--- config.mk ---
export PLATFORM = sky130hd
export DESIGN_NAME = cspm_core
export DESIGN_NICKNAME = d
export VERILOG_FILES = /design/src/hw/cspm_pkg.sv /design/src/hw/cspm_exc_check.sv /design/src/hw/cspm_psw_mask.sv /design/src/hw/cspm_core.sv
export SDC_FILE = /design/constraint.sdc
export NUM_CORES = 1
export LEC_CHECK = 0
export BUFFER_PORTS_ARGS = -buffer_cell sky130_fd_sc_hd__buf_2
export CAP_MARGIN = 20
export CORE_MARGIN = 5
export CORE_UTILIZATION = 44
export CTS_CLUSTER_DIAMETER = 40
export DETAILED_ROUTE_END_ITERATION = 10
export GPL_ROUTABILITY_DRIVEN = 1
export PLACE_DENSITY = 0.81
export SETUP_SLACK_MARGIN = 0.5
export SLEW_MARGIN = 15
export SYNTH_ARGS = -nofsm -noshare
export SYNTH_HDL_FRONTEND = slang
export SYNTH_SLANG_ARGS = --single-unit
--- constraint.sdc ---
create_clock -name CLK -period 3.3 [get_ports CLK]
set_input_delay 0.66 -clock CLK [delete_from_list [all_inputs] [get_ports CLK]]
set_output_delay 0.66 -clock CLK [all_outputs]
set_load 0.1 [all_outputs]
--- src/hw/cspm_pkg.sv ---
// constants for the status-word and mode/privilege block
// assumes one cpu clock domain; shared by all design files
package cspm_pkg;
  localparam int CSPM_WORD_W = 32;
  // status word field positions
  localparam int CSPM_NEG_BIT = 31;
  localparam int CSPM_ZERO_BIT = 30;
  localparam int CSPM_CARRY_BIT = 29;
  localparam int CSPM_OVF_BIT = 28;
  localparam int CSPM_SAT_BIT = 27;
  localparam int CSPM_ICIT_HI_MSB = 26;
  localparam int CSPM_ICIT_HI_LSB = 25;
  localparam int CSPM_ISTATE_BIT = 24;
  localparam int CSPM_LANE_MSB = 19;
  localparam int CSPM_LANE_LSB = 16;
  localparam int CSPM_ICIT_LO_MSB = 15;
  localparam int CSPM_ICIT_LO_LSB = 10;
  localparam int CSPM_EXC_W_BIG = 9;
  localparam int CSPM_EXC_W_SMALL = 6;
  // reset value of the execution state register
  localparam logic [31:0] CSPM_EXEC_RESET = 32'h0100_0000;
  // control register bits
  localparam int CSPM_CTRL_NPRIV_BIT = 0;
  localparam int CSPM_CTRL_SPSEL_BIT = 1;
  localparam logic [1:0] CSPM_CTRL_RESET = 2'h0;
  // exception numbers
  localparam logic [8:0] CSPM_EXC_THREAD = 9'h000;
  localparam logic [8:0] CSPM_EXC_NMI = 9'h002;
  localparam logic [8:0] CSPM_EXC_HARD = 9'h003;
  localparam logic [8:0] CSPM_EXC_MEMMAN = 9'h004;
  localparam logic [8:0] CSPM_EXC_BUS = 9'h005;
  localparam logic [8:0] CSPM_EXC_USAGE = 9'h006;
  localparam logic [8:0] CSPM_EXC_SVC = 9'h00b;
  localparam logic [8:0] CSPM_EXC_PENDABLE_SERVICE_EXCEPTION = 9'h00e;
  localparam logic [8:0] CSPM_EXC_TICK = 9'h00f;
  localparam logic [8:0] CSPM_EXC_IRQ0 = 9'h010;
  localparam logic [8:0] CSPM_EXC_MAX_BIG = 9'h0ff;
  localparam logic [8:0] CSPM_EXC_MAX_SMALL = 9'h02f;
  // special register selectors for move instructions
  localparam logic [1:0] CSPM_SEL_APP = 2'h0;
  localparam logic [1:0] CSPM_SEL_PSW = 2'h1;
  localparam logic [1:0] CSPM_SEL_CTRL = 2'h2;
  localparam logic [1:0] CSPM_SEL_EXC = 2'h3;
  typedef enum logic [0:0] {
    CSPM_THREAD = 1'b0,
    CSPM_HANDLER = 1'b1
  } cspm_mode_t;
endpackage : cspm_pkg

--- src/hw/cspm_exc_check.sv ---
// checks an exception number against the legal set of the chosen variant
// assumes the number is already zero-extended to nine bits
`timescale 1ns/100ps
module cspm_exc_check
  import cspm_pkg::*;
#(
  parameter bit BIG = 1'b1
) (
  input wire logic [8:0] num,
  output logic legal
);
  always_comb begin
    legal = 1'b0;
    if (num >= CSPM_EXC_IRQ0) begin
      legal = BIG ? 1'b1 : (num <= CSPM_EXC_MAX_SMALL);
    end else begin
      unique case (num)
        CSPM_EXC_NMI, CSPM_EXC_HARD, CSPM_EXC_SVC, CSPM_EXC_PENDABLE_SERVICE_EXCEPTION, CSPM_EXC_TICK: legal = 1'b1;
        CSPM_EXC_MEMMAN, CSPM_EXC_BUS, CSPM_EXC_USAGE: legal = BIG;
        default: legal = 1'b0;
      endcase
    end
  end
endmodule : cspm_exc_check

--- src/hw/cspm_psw_mask.sv ---
// builds the writable/readable bit mask of the status word per variant
// purely combinational, constant for a given variant
`timescale 1ns/100ps
module cspm_psw_mask
  import cspm_pkg::*;
#(
  parameter bit BIG = 1'b1
) (
  output logic [31:0] app_mask,
  output logic [31:0] exec_mask,
  output logic [31:0] exc_mask
);
  always_comb begin
    app_mask = 32'h0;
    exec_mask = 32'h0;
    exc_mask = 32'h0;
    app_mask[CSPM_NEG_BIT:CSPM_OVF_BIT] = 4'hf;
    exec_mask[CSPM_ISTATE_BIT] = 1'b1;
    if (BIG) begin
      app_mask[CSPM_SAT_BIT] = 1'b1;
      app_mask[CSPM_LANE_MSB:CSPM_LANE_LSB] = 4'hf;
      exec_mask[CSPM_ICIT_HI_MSB:CSPM_ICIT_HI_LSB] = 2'h3;
      exec_mask[CSPM_ICIT_LO_MSB:CSPM_ICIT_LO_LSB] = 6'h3f;
      exc_mask[CSPM_EXC_W_BIG-1:0] = 9'h1ff;
    end else begin
      exc_mask[CSPM_EXC_W_SMALL-1:0] = 6'h3f;
    end
  end
endmodule : cspm_psw_mask

--- src/hw/cspm_core.sv ---
// status word, operating mode, privilege and stack select of one cpu core
// assumes the execute stage drives result flags and the exception sequencer
// drives entry/return pulses on the same clock; all inputs are synchronous
`timescale 1ns/100ps

// Summary of operation
// RL1: flags negative, zero, carry, overflow at bits 31..28 follow instruction results.
// RL2: big variant keeps sticky saturation flag at bit 27; small variant reserves 27..25.
// RL3: big variant keeps continuation state at bits 26..25 and 15..10.
// RL4: bit 24 is instruction-set state; executing while it is zero raises hard fault.
// RL5: big variant keeps four lane compare flags at bits 19..16.
// RL6: big variant exception number is 9 bits, thread 0, IRQ numbers up to 255; the check accepts every number from 16 up to 511.
// RL7: small variant exception number is bits 5..0, up to 47; bits 23..6 reserved.
// RL8: processor leaves reset in thread mode.
// RL9: handler mode while servicing; thread again only when no exception remains active.
// RL10: unprivileged code is denied mask instructions, system blocks and some special moves.
// RL11: privileged code may use every instruction and resource.
// RL12: thread privilege follows control bit; handler mode is always privileged.
// RL13: only privileged writes can change the privilege bit of the control register.
// RL14: supervisor call enters a privileged handler from unprivileged code.
// RL15: handler mode always uses the main stack pointer.
// RL16: exception entry and return update control and may switch stack pointer.
// RL17: software follows a stack select change with an instruction sync barrier.
// RL18: control bit 1 selects main (0, reset) or process (1) stack in thread mode.
// RL19: execution state resets to 0x0100_0000 with bit 24 from reset vector bit 0.
// RL20: reserved status bits read zero and ignore writes.
module cspm_core
  import cspm_pkg::*;
#(
  parameter bit BIG = 1'b1,
  parameter int NEST_W = 8
) (
  input wire logic CLK,
  input wire logic RST,
  input wire logic CE,
  // reset vector bit 0, sampled at the first enabled edge after reset with RESET_VEC_VALID high
  input wire logic RESET_VEC_BIT0,
  input wire logic RESET_VEC_VALID,
  // flag updates from the execute stage
  input wire logic FLAG_WE,
  input wire logic [3:0] FLAG_NZCV,
  input wire logic SAT_SET,
  input wire logic LANE_WE,
  input wire logic [3:0] LANE_FLAGS,
  input wire logic CONT_WE,
  input wire logic [7:0] CONT_STATE,
  // an instruction is about to issue
  input wire logic INSTR_ISSUE,
  input wire logic [2:0] INSTR_CLASS,
  // special register moves
  input wire logic MOVE_WE,
  input wire logic [1:0] MOVE_SEL,
  input wire logic [31:0] MOVE_WDATA,
  input wire logic [1:0] MOVE_RSEL,
  output logic [31:0] MOVE_RDATA,
  // exception sequencer
  input wire logic EXC_ENTRY,
  input wire logic [8:0] EXC_NUM,
  input wire logic EXC_RETURN,
  input wire logic [8:0] EXC_RET_NUM,
  input wire logic EXC_RET_TO_THREAD,
  input wire logic EXC_RET_USE_PSP,
  // status outputs
  output logic [31:0] PSW,
  output logic HANDLER_MODE,
  output logic PRIVILEGED,
  output logic USE_PSP,
  output logic [1:0] CONTROL,
  output logic INSTR_DENIED,
  output logic HARD_FAULT_REQ,
  output logic EXC_NUM_ERR
);
  // instruction classes that the privilege check needs
  localparam logic [2:0] CLS_PLAIN = 3'h0;
  localparam logic [2:0] CLS_IRQ_MASK = 3'h1;
  localparam logic [2:0] CLS_SYS_ACCESS = 3'h2;
  localparam logic [2:0] CLS_SPECIAL_MOVE = 3'h3;
  localparam logic [2:0] CLS_SVC = 3'h4;

  // refused at elaboration: the nesting counter needs at least two bits
  if (NEST_W < 2 || NEST_W > 16) begin : g_bad_nest_w
    $error("cspm_core: NEST_W must lie between 2 and 16");
  end

  logic [3:0] nzcv;
  logic sat;
  logic [3:0] lane;
  logic [1:0] cont_hi;
  logic [5:0] cont_lo;
  logic istate;
  logic istate_loaded;
  logic [8:0] exc_num;
  cspm_mode_t mode;
  logic [NEST_W-1:0] nest;
  logic ctrl_npriv;
  logic ctrl_spsel;
  logic [31:0] app_mask;
  logic [31:0] exec_mask;
  logic [31:0] exc_mask;
  logic entry_legal;
  logic priv_now;
  logic [31:0] psw_raw;
  logic [31:0] next_rdata;
  logic next_denied;
  logic last_return;

  cspm_psw_mask #(.BIG(BIG)) u_mask (
    .app_mask(app_mask),
    .exec_mask(exec_mask),
    .exc_mask(exc_mask)
  );

  cspm_exc_check #(.BIG(BIG)) u_check (
    .num(EXC_NUM),
    .legal(entry_legal)
  );

  // handler mode is privileged whatever the control bit holds
  assign priv_now = (mode == CSPM_HANDLER) || !ctrl_npriv; // [RL12] [RL11]
  assign last_return = EXC_RETURN && (nest == NEST_W'(1));

  always_comb begin
    psw_raw = 32'h0;
    psw_raw[CSPM_NEG_BIT:CSPM_OVF_BIT] = nzcv; // [RL1]
    psw_raw[CSPM_SAT_BIT] = sat; // [RL2]
    psw_raw[CSPM_ICIT_HI_MSB:CSPM_ICIT_HI_LSB] = cont_hi; // [RL3]
    psw_raw[CSPM_ISTATE_BIT] = istate; // [RL4]
    psw_raw[CSPM_LANE_MSB:CSPM_LANE_LSB] = lane; // [RL5]
    psw_raw[CSPM_ICIT_LO_MSB:CSPM_ICIT_LO_LSB] = cont_lo;
    psw_raw[8:0] = exc_num; // [RL6] [RL7]
  end

  // applicative flags, with the variant's mask hiding absent fields
  always_ff @(posedge CLK or posedge RST) begin
    if (RST) begin
      nzcv <= 4'h0;
    end else if (CE) begin
      if (FLAG_WE) begin
        nzcv <= FLAG_NZCV; // [RL1]
      end else if (MOVE_WE && MOVE_SEL == CSPM_SEL_APP) begin
        nzcv <= MOVE_WDATA[CSPM_NEG_BIT:CSPM_OVF_BIT];
      end
    end
  end

  // saturation is sticky: hardware set beats a software clear in the same cycle
  always_ff @(posedge CLK or posedge RST) begin
    if (RST) begin
      sat <= 1'b0;
    end else if (CE && BIG) begin
      if (SAT_SET) begin
        sat <= 1'b1; // [RL2]
      end else if (MOVE_WE && MOVE_SEL == CSPM_SEL_APP) begin
        sat <= MOVE_WDATA[CSPM_SAT_BIT];
      end
    end
  end

  always_ff @(posedge CLK or posedge RST) begin
    if (RST) begin
      lane <= 4'h0;
    end else if (CE && BIG) begin
      if (LANE_WE) begin
        lane <= LANE_FLAGS; // [RL5]
      end else if (MOVE_WE && MOVE_SEL == CSPM_SEL_APP) begin
        lane <= MOVE_WDATA[CSPM_LANE_MSB:CSPM_LANE_LSB];
      end
    end
  end

  // continuation state is cleared on exception entry after the sequencer stacks it
  always_ff @(posedge CLK or posedge RST) begin
    if (RST) begin
      cont_hi <= 2'h0;
      cont_lo <= 6'h0;
    end else if (CE && BIG) begin
      if (CONT_WE) begin
        cont_hi <= CONT_STATE[7:6]; // [RL3]
        cont_lo <= CONT_STATE[5:0];
      end else if (EXC_ENTRY) begin
        cont_hi <= 2'h0;
        cont_lo <= 6'h0;
      end
    end
  end

  // instruction-set bit: reset constant, then caught from the vector once
  always_ff @(posedge CLK or posedge RST) begin
    if (RST) begin
      istate <= CSPM_EXEC_RESET[CSPM_ISTATE_BIT]; // [RL19]
      istate_loaded <= 1'b0;
    end else if (CE && !istate_loaded && RESET_VEC_VALID) begin
      istate <= RESET_VEC_BIT0; // [RL19]
      istate_loaded <= 1'b1;
    end
  end

  // issuing with the state bit clear is a hard fault
  always_ff @(posedge CLK or posedge RST) begin
    if (RST) begin
      HARD_FAULT_REQ <= 1'b0;
    end else if (CE) begin
      HARD_FAULT_REQ <= INSTR_ISSUE && !istate; // [RL4]
    end
  end

  // nesting depth: thread mode is re-entered only on a return taken at depth one
  always_ff @(posedge CLK or posedge RST) begin
    if (RST) begin
      nest <= '0;
    end else if (CE) begin
      if (EXC_ENTRY && entry_legal && !EXC_RETURN) begin
        if (nest != '1) begin
          nest <= nest + NEST_W'(1);
        end
      end else if (EXC_RETURN && !EXC_ENTRY && nest != '0) begin
        nest <= nest - NEST_W'(1); // [RL9]
      end
    end
  end

  always_ff @(posedge CLK or posedge RST) begin
    if (RST) begin
      mode <= CSPM_THREAD; // [RL8]
    end else if (CE) begin
      if (EXC_ENTRY && entry_legal) begin
        mode <= CSPM_HANDLER; // [RL9] [RL14]
      end else if (last_return && EXC_RET_TO_THREAD) begin
        mode <= CSPM_THREAD; // [RL9]
      end
    end
  end

  // active exception number follows entry and return
  always_ff @(posedge CLK or posedge RST) begin
    if (RST) begin
      exc_num <= CSPM_EXC_THREAD;
    end else if (CE) begin
      if (EXC_ENTRY && entry_legal) begin
        exc_num <= EXC_NUM & exc_mask[8:0]; // [RL6] [RL7]
      end else if (last_return && EXC_RET_TO_THREAD) begin
        exc_num <= CSPM_EXC_THREAD;
      end else if (EXC_RETURN) begin
        exc_num <= EXC_RET_NUM & exc_mask[8:0];
      end
    end
  end

  always_ff @(posedge CLK or posedge RST) begin
    if (RST) begin
      EXC_NUM_ERR <= 1'b0;
    end else if (CE) begin
      EXC_NUM_ERR <= EXC_ENTRY && !entry_legal;
    end
  end

  // privilege bit: only privileged moves may change it
  always_ff @(posedge CLK or posedge RST) begin
    if (RST) begin
      ctrl_npriv <= CSPM_CTRL_RESET[CSPM_CTRL_NPRIV_BIT];
    end else if (CE) begin
      if (MOVE_WE && MOVE_SEL == CSPM_SEL_CTRL && priv_now) begin
        ctrl_npriv <= MOVE_WDATA[CSPM_CTRL_NPRIV_BIT]; // [RL13]
      end
    end
  end

  // stack select: entry forces main, the last return to thread restores the caller's choice
  always_ff @(posedge CLK or posedge RST) begin
    if (RST) begin
      ctrl_spsel <= CSPM_CTRL_RESET[CSPM_CTRL_SPSEL_BIT]; // [RL18]
    end else if (CE) begin
      if (EXC_ENTRY && entry_legal) begin
        ctrl_spsel <= 1'b0; // [RL16] [RL15]
      end else if (last_return && EXC_RET_TO_THREAD) begin
        ctrl_spsel <= EXC_RET_USE_PSP; // [RL16]
      end else if (MOVE_WE && MOVE_SEL == CSPM_SEL_CTRL && mode == CSPM_THREAD && priv_now) begin
        // the new pointer is used from the next cycle; software fences with a barrier
        ctrl_spsel <= MOVE_WDATA[CSPM_CTRL_SPSEL_BIT]; // [RL18] [RL17]
      end
    end
  end

  // privilege check of each issued instruction
  always_comb begin
    next_denied = 1'b0;
    if (INSTR_ISSUE && !priv_now) begin
      unique case (INSTR_CLASS)
        CLS_IRQ_MASK, CLS_SYS_ACCESS: next_denied = 1'b1; // [RL10]
        CLS_SPECIAL_MOVE: next_denied = (MOVE_SEL == CSPM_SEL_CTRL) || MOVE_WE; // [RL10]
        CLS_PLAIN, CLS_SVC: next_denied = 1'b0; // [RL14]
        default: next_denied = 1'b0;
      endcase
    end
  end

  always_ff @(posedge CLK or posedge RST) begin
    if (RST) begin
      INSTR_DENIED <= 1'b0;
    end else if (CE) begin
      INSTR_DENIED <= next_denied; // [RL10] [RL11]
    end
  end

  // read path: reserved bits are masked to zero
  always_comb begin
    next_rdata = 32'h0;
    unique case (MOVE_RSEL)
      CSPM_SEL_APP: next_rdata = psw_raw & app_mask; // [RL20]
      CSPM_SEL_PSW: next_rdata = psw_raw & (app_mask | exec_mask | exc_mask); // [RL20]
      CSPM_SEL_CTRL: next_rdata = {30'h0, ctrl_spsel, ctrl_npriv};
      CSPM_SEL_EXC: next_rdata = psw_raw & exc_mask;
    endcase
  end

  always_ff @(posedge CLK or posedge RST) begin
    if (RST) begin
      MOVE_RDATA <= 32'h0;
      PSW <= CSPM_EXEC_RESET;
    end else if (CE) begin
      MOVE_RDATA <= next_rdata;
      PSW <= psw_raw & (app_mask | exec_mask | exc_mask);
    end
  end

  assign HANDLER_MODE = (mode == CSPM_HANDLER);
  assign PRIVILEGED = priv_now;
  assign USE_PSP = (mode == CSPM_THREAD) && ctrl_spsel; // [RL15] [RL18]
  assign CONTROL = {ctrl_spsel, ctrl_npriv};
endmodule : cspm_core

==> flow_summary.yaml, run 1 <==
sta:
  finalClockSkew_ns: 0.0121
  min_period_ns: 2.30
  tightest_slew_ns: 0.902
  fin_tns_setup_ns: 0
  fin_crit_sh: 0.696
  rsz0062_at_grt: "no"
  finalSetupViolCount: 0
  report.final.slew_viol_count: 0
  relSlewSlack: 0.397
  hold_viol: 0
  fmaxAchievable_mhz: 435
critical_path:
  reg2regPathDepth: 6
  path_class: "in2reg"
  arrival_ns: 2.58
  crit_chain: "buf_2 -> or4_4 -> nor2_4 -> a21boi_2 -> nor2_1 -> a22oi_1 -> a21oi_1"
  setup.worst_path.start_class: "input port"
  critPathSlowestCell: "nor2_1"
  slowest_delay_ns: 0.60
  end_kind: "flip-flop"
  cp.required_ns: 3.59
  critPathMaxFanout: 10
finish:
  nets: 590
  nFillCells: 836
  seq_area_sq_um: 2400
  area_delta_synth_final_pct: 21.8
  fin_area_sq_um: 5180
  fin_util: 0.555
  antenna_cells: 0
  multi_input_area_sq_um: 1620
  drive_above_1_share: 0.366
status:
  outcome: "finished, final reports clean"
synth:
  synth_area_sq_um: 4260
  synth_seq_cells: 96
  synth_warnings: 0
  synth_cells: 377
  synth_seq_area_share: 0.565
  avgSynthCellArea_sq_um: 11.3
  ys_types: 49
cts:
  post_cts_resized: 0
  clk_pin_slew_ns: 0.10
  cts_root_buffer: "clkbuf_8"
  cts_buffer_depth: 2
  clk_latency_ns: 0.36
  ctsHoldBuffers: 0
  numCtsBuffers: 9
  cts_tree: "done"
  post-cts-setup-buffer-count: 0
  h-tree-depth: 3
  clock_sinks: 96
place:
  routabilityCongestion: 0.793
  placed_area_sq_um: 4960
  port_buffers: 128
  dpl.hpwl_um: 7610
floorplanning:
  ioPinCount: 160
  dieWidth_um: 108
  placementRows: 35
  die_area_sq_um: 11700
  initial_core_util: 0.456
  die_y_um: 108
  core_area_sq_um: 9330
power:
  p_int_uw: 2050
  p_leak_uw: 0.00254
  comb_power_share: 0.350
  pwr-share-clk: 0.233
  swShare: 0.431
  sequentialPowerShare: 0.418
  p_sw_uw: 1550
  power_density_nw_per_um2: 695
  irDropWorstVdd_mv: 0.351
routing:
  drc: 0
  wl_um: 10200
  drt_iter0_drc: 130
  drtAntennaViolNets: 0
  viasPerCell: 5.17
  drt_pass1_iterations: 5
  drt-wirelength-per-cell_um: 16.2
  vias: 3265
global_routing:
  grt_max_degree: 43
  overflow: 0
  first_global_vias: 3279
  grt_util_met2: 0.301
  grt_pass1_wl_um: 16200
  grt_usage: 0.177
  antenna_found_initial: 0
  grt_busiest_layer: "met2"
  use_met1: 0.227
  grtUsageMet3: 0.0418
flow_run:
  cap_violations: 0
hold_path:
  hold_path_class: "in2async"
## final cells by class
type                            instances  area share
Inverter                               22      0.0167
Tap cell                              129      0.0312
Timing Repair Buffer                  134       0.132
Sequential cell                        96       0.464
Multi-Input combinational cell        235       0.313
Clock inverter                          7      0.0184
Clock buffer                            9      0.0239
## worst paths after layout
kind / start / endpoint / slack, ns
worst min register to register: nzcv[3]$_DFFE_PP0P_ / nzcv[3]$_DFFE_PP0P_ / 0.49
min in group CLK: nzcv[3]$_DFFE_PP0P_ / nzcv[3]$_DFFE_PP0P_ / 0.49
worst max-delay path: EXC_NUM[4] / exc_num[1]$_DFFE_PP0P_ / 1.00
worst min-delay path: RST / MOVE_RDATA[14]$_DFFE_PP0P_ / 0.47
max in group asynchronous: RST / MOVE_RDATA[16]$_DFFE_PP0P_ / 1.88
worst max register to register: nest[2]$_DFFE_PP0P_ / exc_num[1]$_DFFE_PP0P_ / 1.03
## kinds of logic (layout without fill, tap and decap cells)
kind of cell | Yosys count | in the layout | synth area share
simple gates | 84 | 84 | 0.104
flops | 96 | 96 | 0.565
fa+ha+maj | 4 | 4 | 0.0118
xor+xnor | 8 | 8 | 0.0165
buf+inv | 55 | 172 | 0.0617
compound gates | 98 | 98 | 0.161
mux | 31 | 31 | 0.0791
other cells | 1 | 10 | 0.000881
## cells in the mapped netlist (all sizes together)
library cell | count | area share
mux2 | 21 | 0.056
nand2 | 21 | 0.019
o211ai | 1 | 0.0050
and4 | 2 | 0.0041
o2bb2ai | 7 | 0.014
inv | 22 | 0.019
xnor2 | 2 | 0.0041
nand2b | 3 | 0.0044
and2 | 3 | 0.0044
or4 | 4 | 0.0088
or4b | 1 | 0.0024
a211oi | 1 | 0.0018
or3b | 2 | 0.0041
nand4 | 3 | 0.0044
xor2 | 6 | 0.012
a21boi | 1 | 0.0026
and3 | 1 | 0.0015
nand4b | 1 | 0.0021
nand3 | 12 | 0.014
o2111ai | 1 | 0.0021
nor3 | 2 | 0.0024
a41oi | 1 | 0.0021
a32oi | 1 | 0.0021
o31ai | 1 | 0.0018
mux2i | 10 | 0.024
a22o | 22 | 0.045
o21ai | 29 | 0.034
nor2b | 3 | 0.0044
conb | 1 | 0.00088
ha | 4 | 0.012
nor2 | 22 | 0.021
a21oi | 22 | 0.028
o21a | 1 | 0.0018
dfstp | 2 | 0.012
or2 | 1 | 0.0015
a22oi | 9 | 0.016
a31oi | 1 | 0.0050
buf | 18 | 0.029
nor3b | 3 | 0.0053
clkbuf | 15 | 0.013
dfrtp | 94 | 0.55
## metrics by stage
step                hold slack, ns  setup slack [ns]  cells  power (uW)
floorplan                    0.435             0.783    386        2550
CTS                          0.479              1.04    632        3630
global placement             0.453             0.718    616        2760
finish                       0.468              1.00    632        3600
global route                 0.496             0.875    632        3760
detailed placement           0.472             0.654    616        2790
## critical path, delay by kind of cell
| family | cells | cell delay [ns] |
|---|---|---|
| AND/OR/NAND/NOR | 3 | 1.27 |
| AO/OA/AOI/OAI | 3 | 0.54 |
| buffers and inverters | 1 | 0.11 |
## registers in the layout (all words and copies together) (netlist names), 2 cells and up
signal / cells
lane: 4
cont_hi: 2
cont_lo: 6
nest: 8
MOVE_RDATA: 27
PSW: 27
exc_num: 9
nzcv: 4
## cell usage in the layout (no fill, tap or decap), drive strengths merged, types with 6 or more instances in the layout
cell type    n
xor2         6
mux2        21
nand2       21
conb        10
a21oi       22
o21ai       29
a22o        22
mux2i       10
nor2        22
o2bb2ai      7
a22oi        9
inv         22
buf        134
clkbuf       9
dfrtp       94
nand3       12
## per-layer routing
metal  wire length (um)  vias to the layer above  share of wire
li1                   -                     1553              -
met4                109                        0          0.011
met5                  0                        -              0
met3                698                       10          0.068
met1               4350                     1598           0.43
met2               5050                      104           0.49
## power groups by stage
stage / registers, uW / clock network (uW) / logic (uW)
finish: 1510 / 838 / 1260
global route: 1530 / 906 / 1330
CTS: 1510 / 860 / 1270
detailed placement: 1530 / 0 / 1270
global placement: 1520 / 0 / 1240
floorplan: 2140 / 0 / 410
(Power assumes the default switching activity.)
==> inputs of run 2 (changes only) <==
==> constraint.sdc (replaced) <==
create_clock -name CLK -period 2 [get_ports CLK]
set_input_delay 0.4 -clock CLK [delete_from_list [all_inputs] [get_ports CLK]]
set_output_delay 0.4 -clock CLK [all_outputs]
set_load 0.1 [all_outputs]
==> run 2 against run 1 <==
Clock power is 56% higher. Clock skew rose by 0.0015 ns. Wire length increased by 10%. Clock-buffer cell count up 1. Worst hold slack got worse by 0.32 ns. Cell area is 11% higher. Critical path depth unchanged. Sequential power grew 64%. Largest cell class unchanged.
==> flow_summary.yaml, run 2 (synthesis gave the netlist of run 1 again) <==
sta:
  finalWorstSetupSlack_ns: 0.0428
  finalSetupViolCount: 0
  tightest_slew_ns: 0.626
  report.final.slew_viol_count: 0
  fin_crit_sh: 0.979
  relSlewSlack: 0.580
  fin_tns_setup_ns: 0
  hold_viol: 0
  min_period_ns: 1.96
  fmaxAchievable_mhz: 511
  finalClockSkew_ns: 0.0136
  rsz0062_at_grt: "yes"
routing:
  vias: 3432
  drt_iter0_drc: 197
  drc: 0
  viasPerCell: 5.22
  drt-wirelength-per-cell_um: 17.1
  wl_um: 11200
  drtAntennaViolNets: 0
  drt_pass1_iterations: 4
power:
  irDropWorstVdd_mv: 0.448
  pwr-share-clk: 0.212
  p_int_uw: 3500
  swShare: 0.434
  comb_power_share: 0.387
  p_sw_uw: 2680
  sequentialPowerShare: 0.402
  power_density_nw_per_um2: 1080
  p_leak_uw: 0.00275
  power.total_uw: 6180
place:
  port_buffers: 128
  pre_cts_ws_ns: -0.175
  numPlacedInstances: 635
  routabilityCongestion: 0.827
  dpl.hpwl_um: 7890
critical_path:
  setup.worst_path.start_class: "flip-flop"
  critPathMaxFanout: 8
  end_kind: "flip-flop"
  path_class: "reg2reg"
  cp.required_ns: 2.28
  arrival_ns: 2.24
cts:
  cts_buffer_depth: 2
  cts_tree: "done"
  clk_pin_slew_ns: 0.10
  numCtsBuffers: 9
  cts_root_buffer: "clkbuf_8"
  h-tree-depth: 3
  ctsHoldBuffers: 0
  clock_sinks: 96
  clk_latency_ns: 0.36
global_routing:
  antenna_found_initial: 0
  grt_usage: 0.195
  grt_pass1_wl_um: 17900
  grt_max_degree: 97
  overflow: 0
  first_global_vias: 3545
floorplanning:
  dieWidth_um: 108
  die_area_sq_um: 11700
  placementRows: 35
  die_y_um: 108
  ioPinCount: 160
  initial_core_util: 0.456
  core_area_sq_um: 9330
finish:
  layout_commonest_cell: "dfrtp_1"
  antenna_cells: 0
  reg_top3: "MOVE_RDATA: 27 flops, PSW: 27 flops, exc_num: 9 flops"
  final_cell_mix: "dfrtp_1 (92), buf_4 (83), buf_2 (66)"
  nets: 616
  layout.cells.non_filler: 658
  area_delta_synth_final_pct: 35.0
  drive_above_1_share: 0.440
flow_run:
  cap_violations: 0
hold_path:
  hold_path_class: "in2async"
status:
  outcome: "finished, final reports clean"
run 2: changes by cell type in the layout (fill, tap and decap cells not counted), sizes merged:
cell / before / now
inv: 22 / 23
bufinv: 2 / 1
clkinvlp: 2 / 1
clkbuf: 9 / 10
buf: 134 / 160
run 2: repair_timing:
| item | 4_1_cts | 5_1_grt |
|---|---|---|
| buffers inserted | 4 | 2 |
| gates cloned | 1 | 0 |
| pin swaps | 1 | 4 |
| gates resized for setup | 87 | 14 |
| setup endpoints to repair | 81 | 23 |
run 2: worst paths after layout:
path	startpoint	end	slack, ns	cells past startpoint
min reg2reg	MOVE_RDATA[19]$_DFFE_PP0P_	MOVE_RDATA[19]$_DFFE_PP0P_	0.50	1
min	RST	PSW[13]$_DFFE_PP0P_	0.15	3
max	nest[2]$_DFFE_PP0P_	nest[0]$_DFFE_PP0P_	0.04	7
min in group CLK	CONT_STATE[3]	cont_lo[3]$_DFFE_PP0P_	0.26	2
max reg2reg	nest[2]$_DFFE_PP0P_	nest[0]$_DFFE_PP0P_	0.04	7
max in group asynchronous	RST	ctrl_npriv$_DFFE_PP0P_	1.40	3
run 2: power groups by stage:
stage                     clock (uW)  sequential (uW)  combinational, uW
final                           1310             2480               2390
after global routing            1420             2520               2500
after CTS                       1340             2480               2380
after detailed placement           0             2500               2230
after global placement             0             2490               2190
after floorplan                    0             3540                700
run 2: worst max-delay path: stages, from the launching register on:
cell      delay, ns
dfrtp_1        0.39
or4_4          0.56
nor3_4         0.15
buf_4          0.15
a211oi_4       0.05
a31oi_4        0.30
buf_4          0.18
xnor2_1        0.10
run 2: stage by stage:
step	hold slack (ns)	utilization	area, sq um
floorplan	0.435	-	4350
global placement	0.450	0.555	5170
detailed placement	0.459	0.555	5170
CTS	0.182	0.609	5680
global route	0.208	0.616	5740
finish	0.147	0.616	5740
run 2: per-layer routing:
metal  vias to the layer above  track usage  share of wire
li1                       1611            -              -
met1                      1682        0.237           0.41
met2                       129        0.341           0.51
met3                        10       0.0525          0.073
met4                         0       0.0541         0.0080
met5                         -            0              0
run 2: final cells by class:
class,instances,area [sq um]
multi-input combinational,235,1750
clock buffer,10,128
tap,129,161
clock inverter,6,76.3
fill,754,3580
sequential,96,2410
inverter,22,86.3
timing repair buffer,160,1130
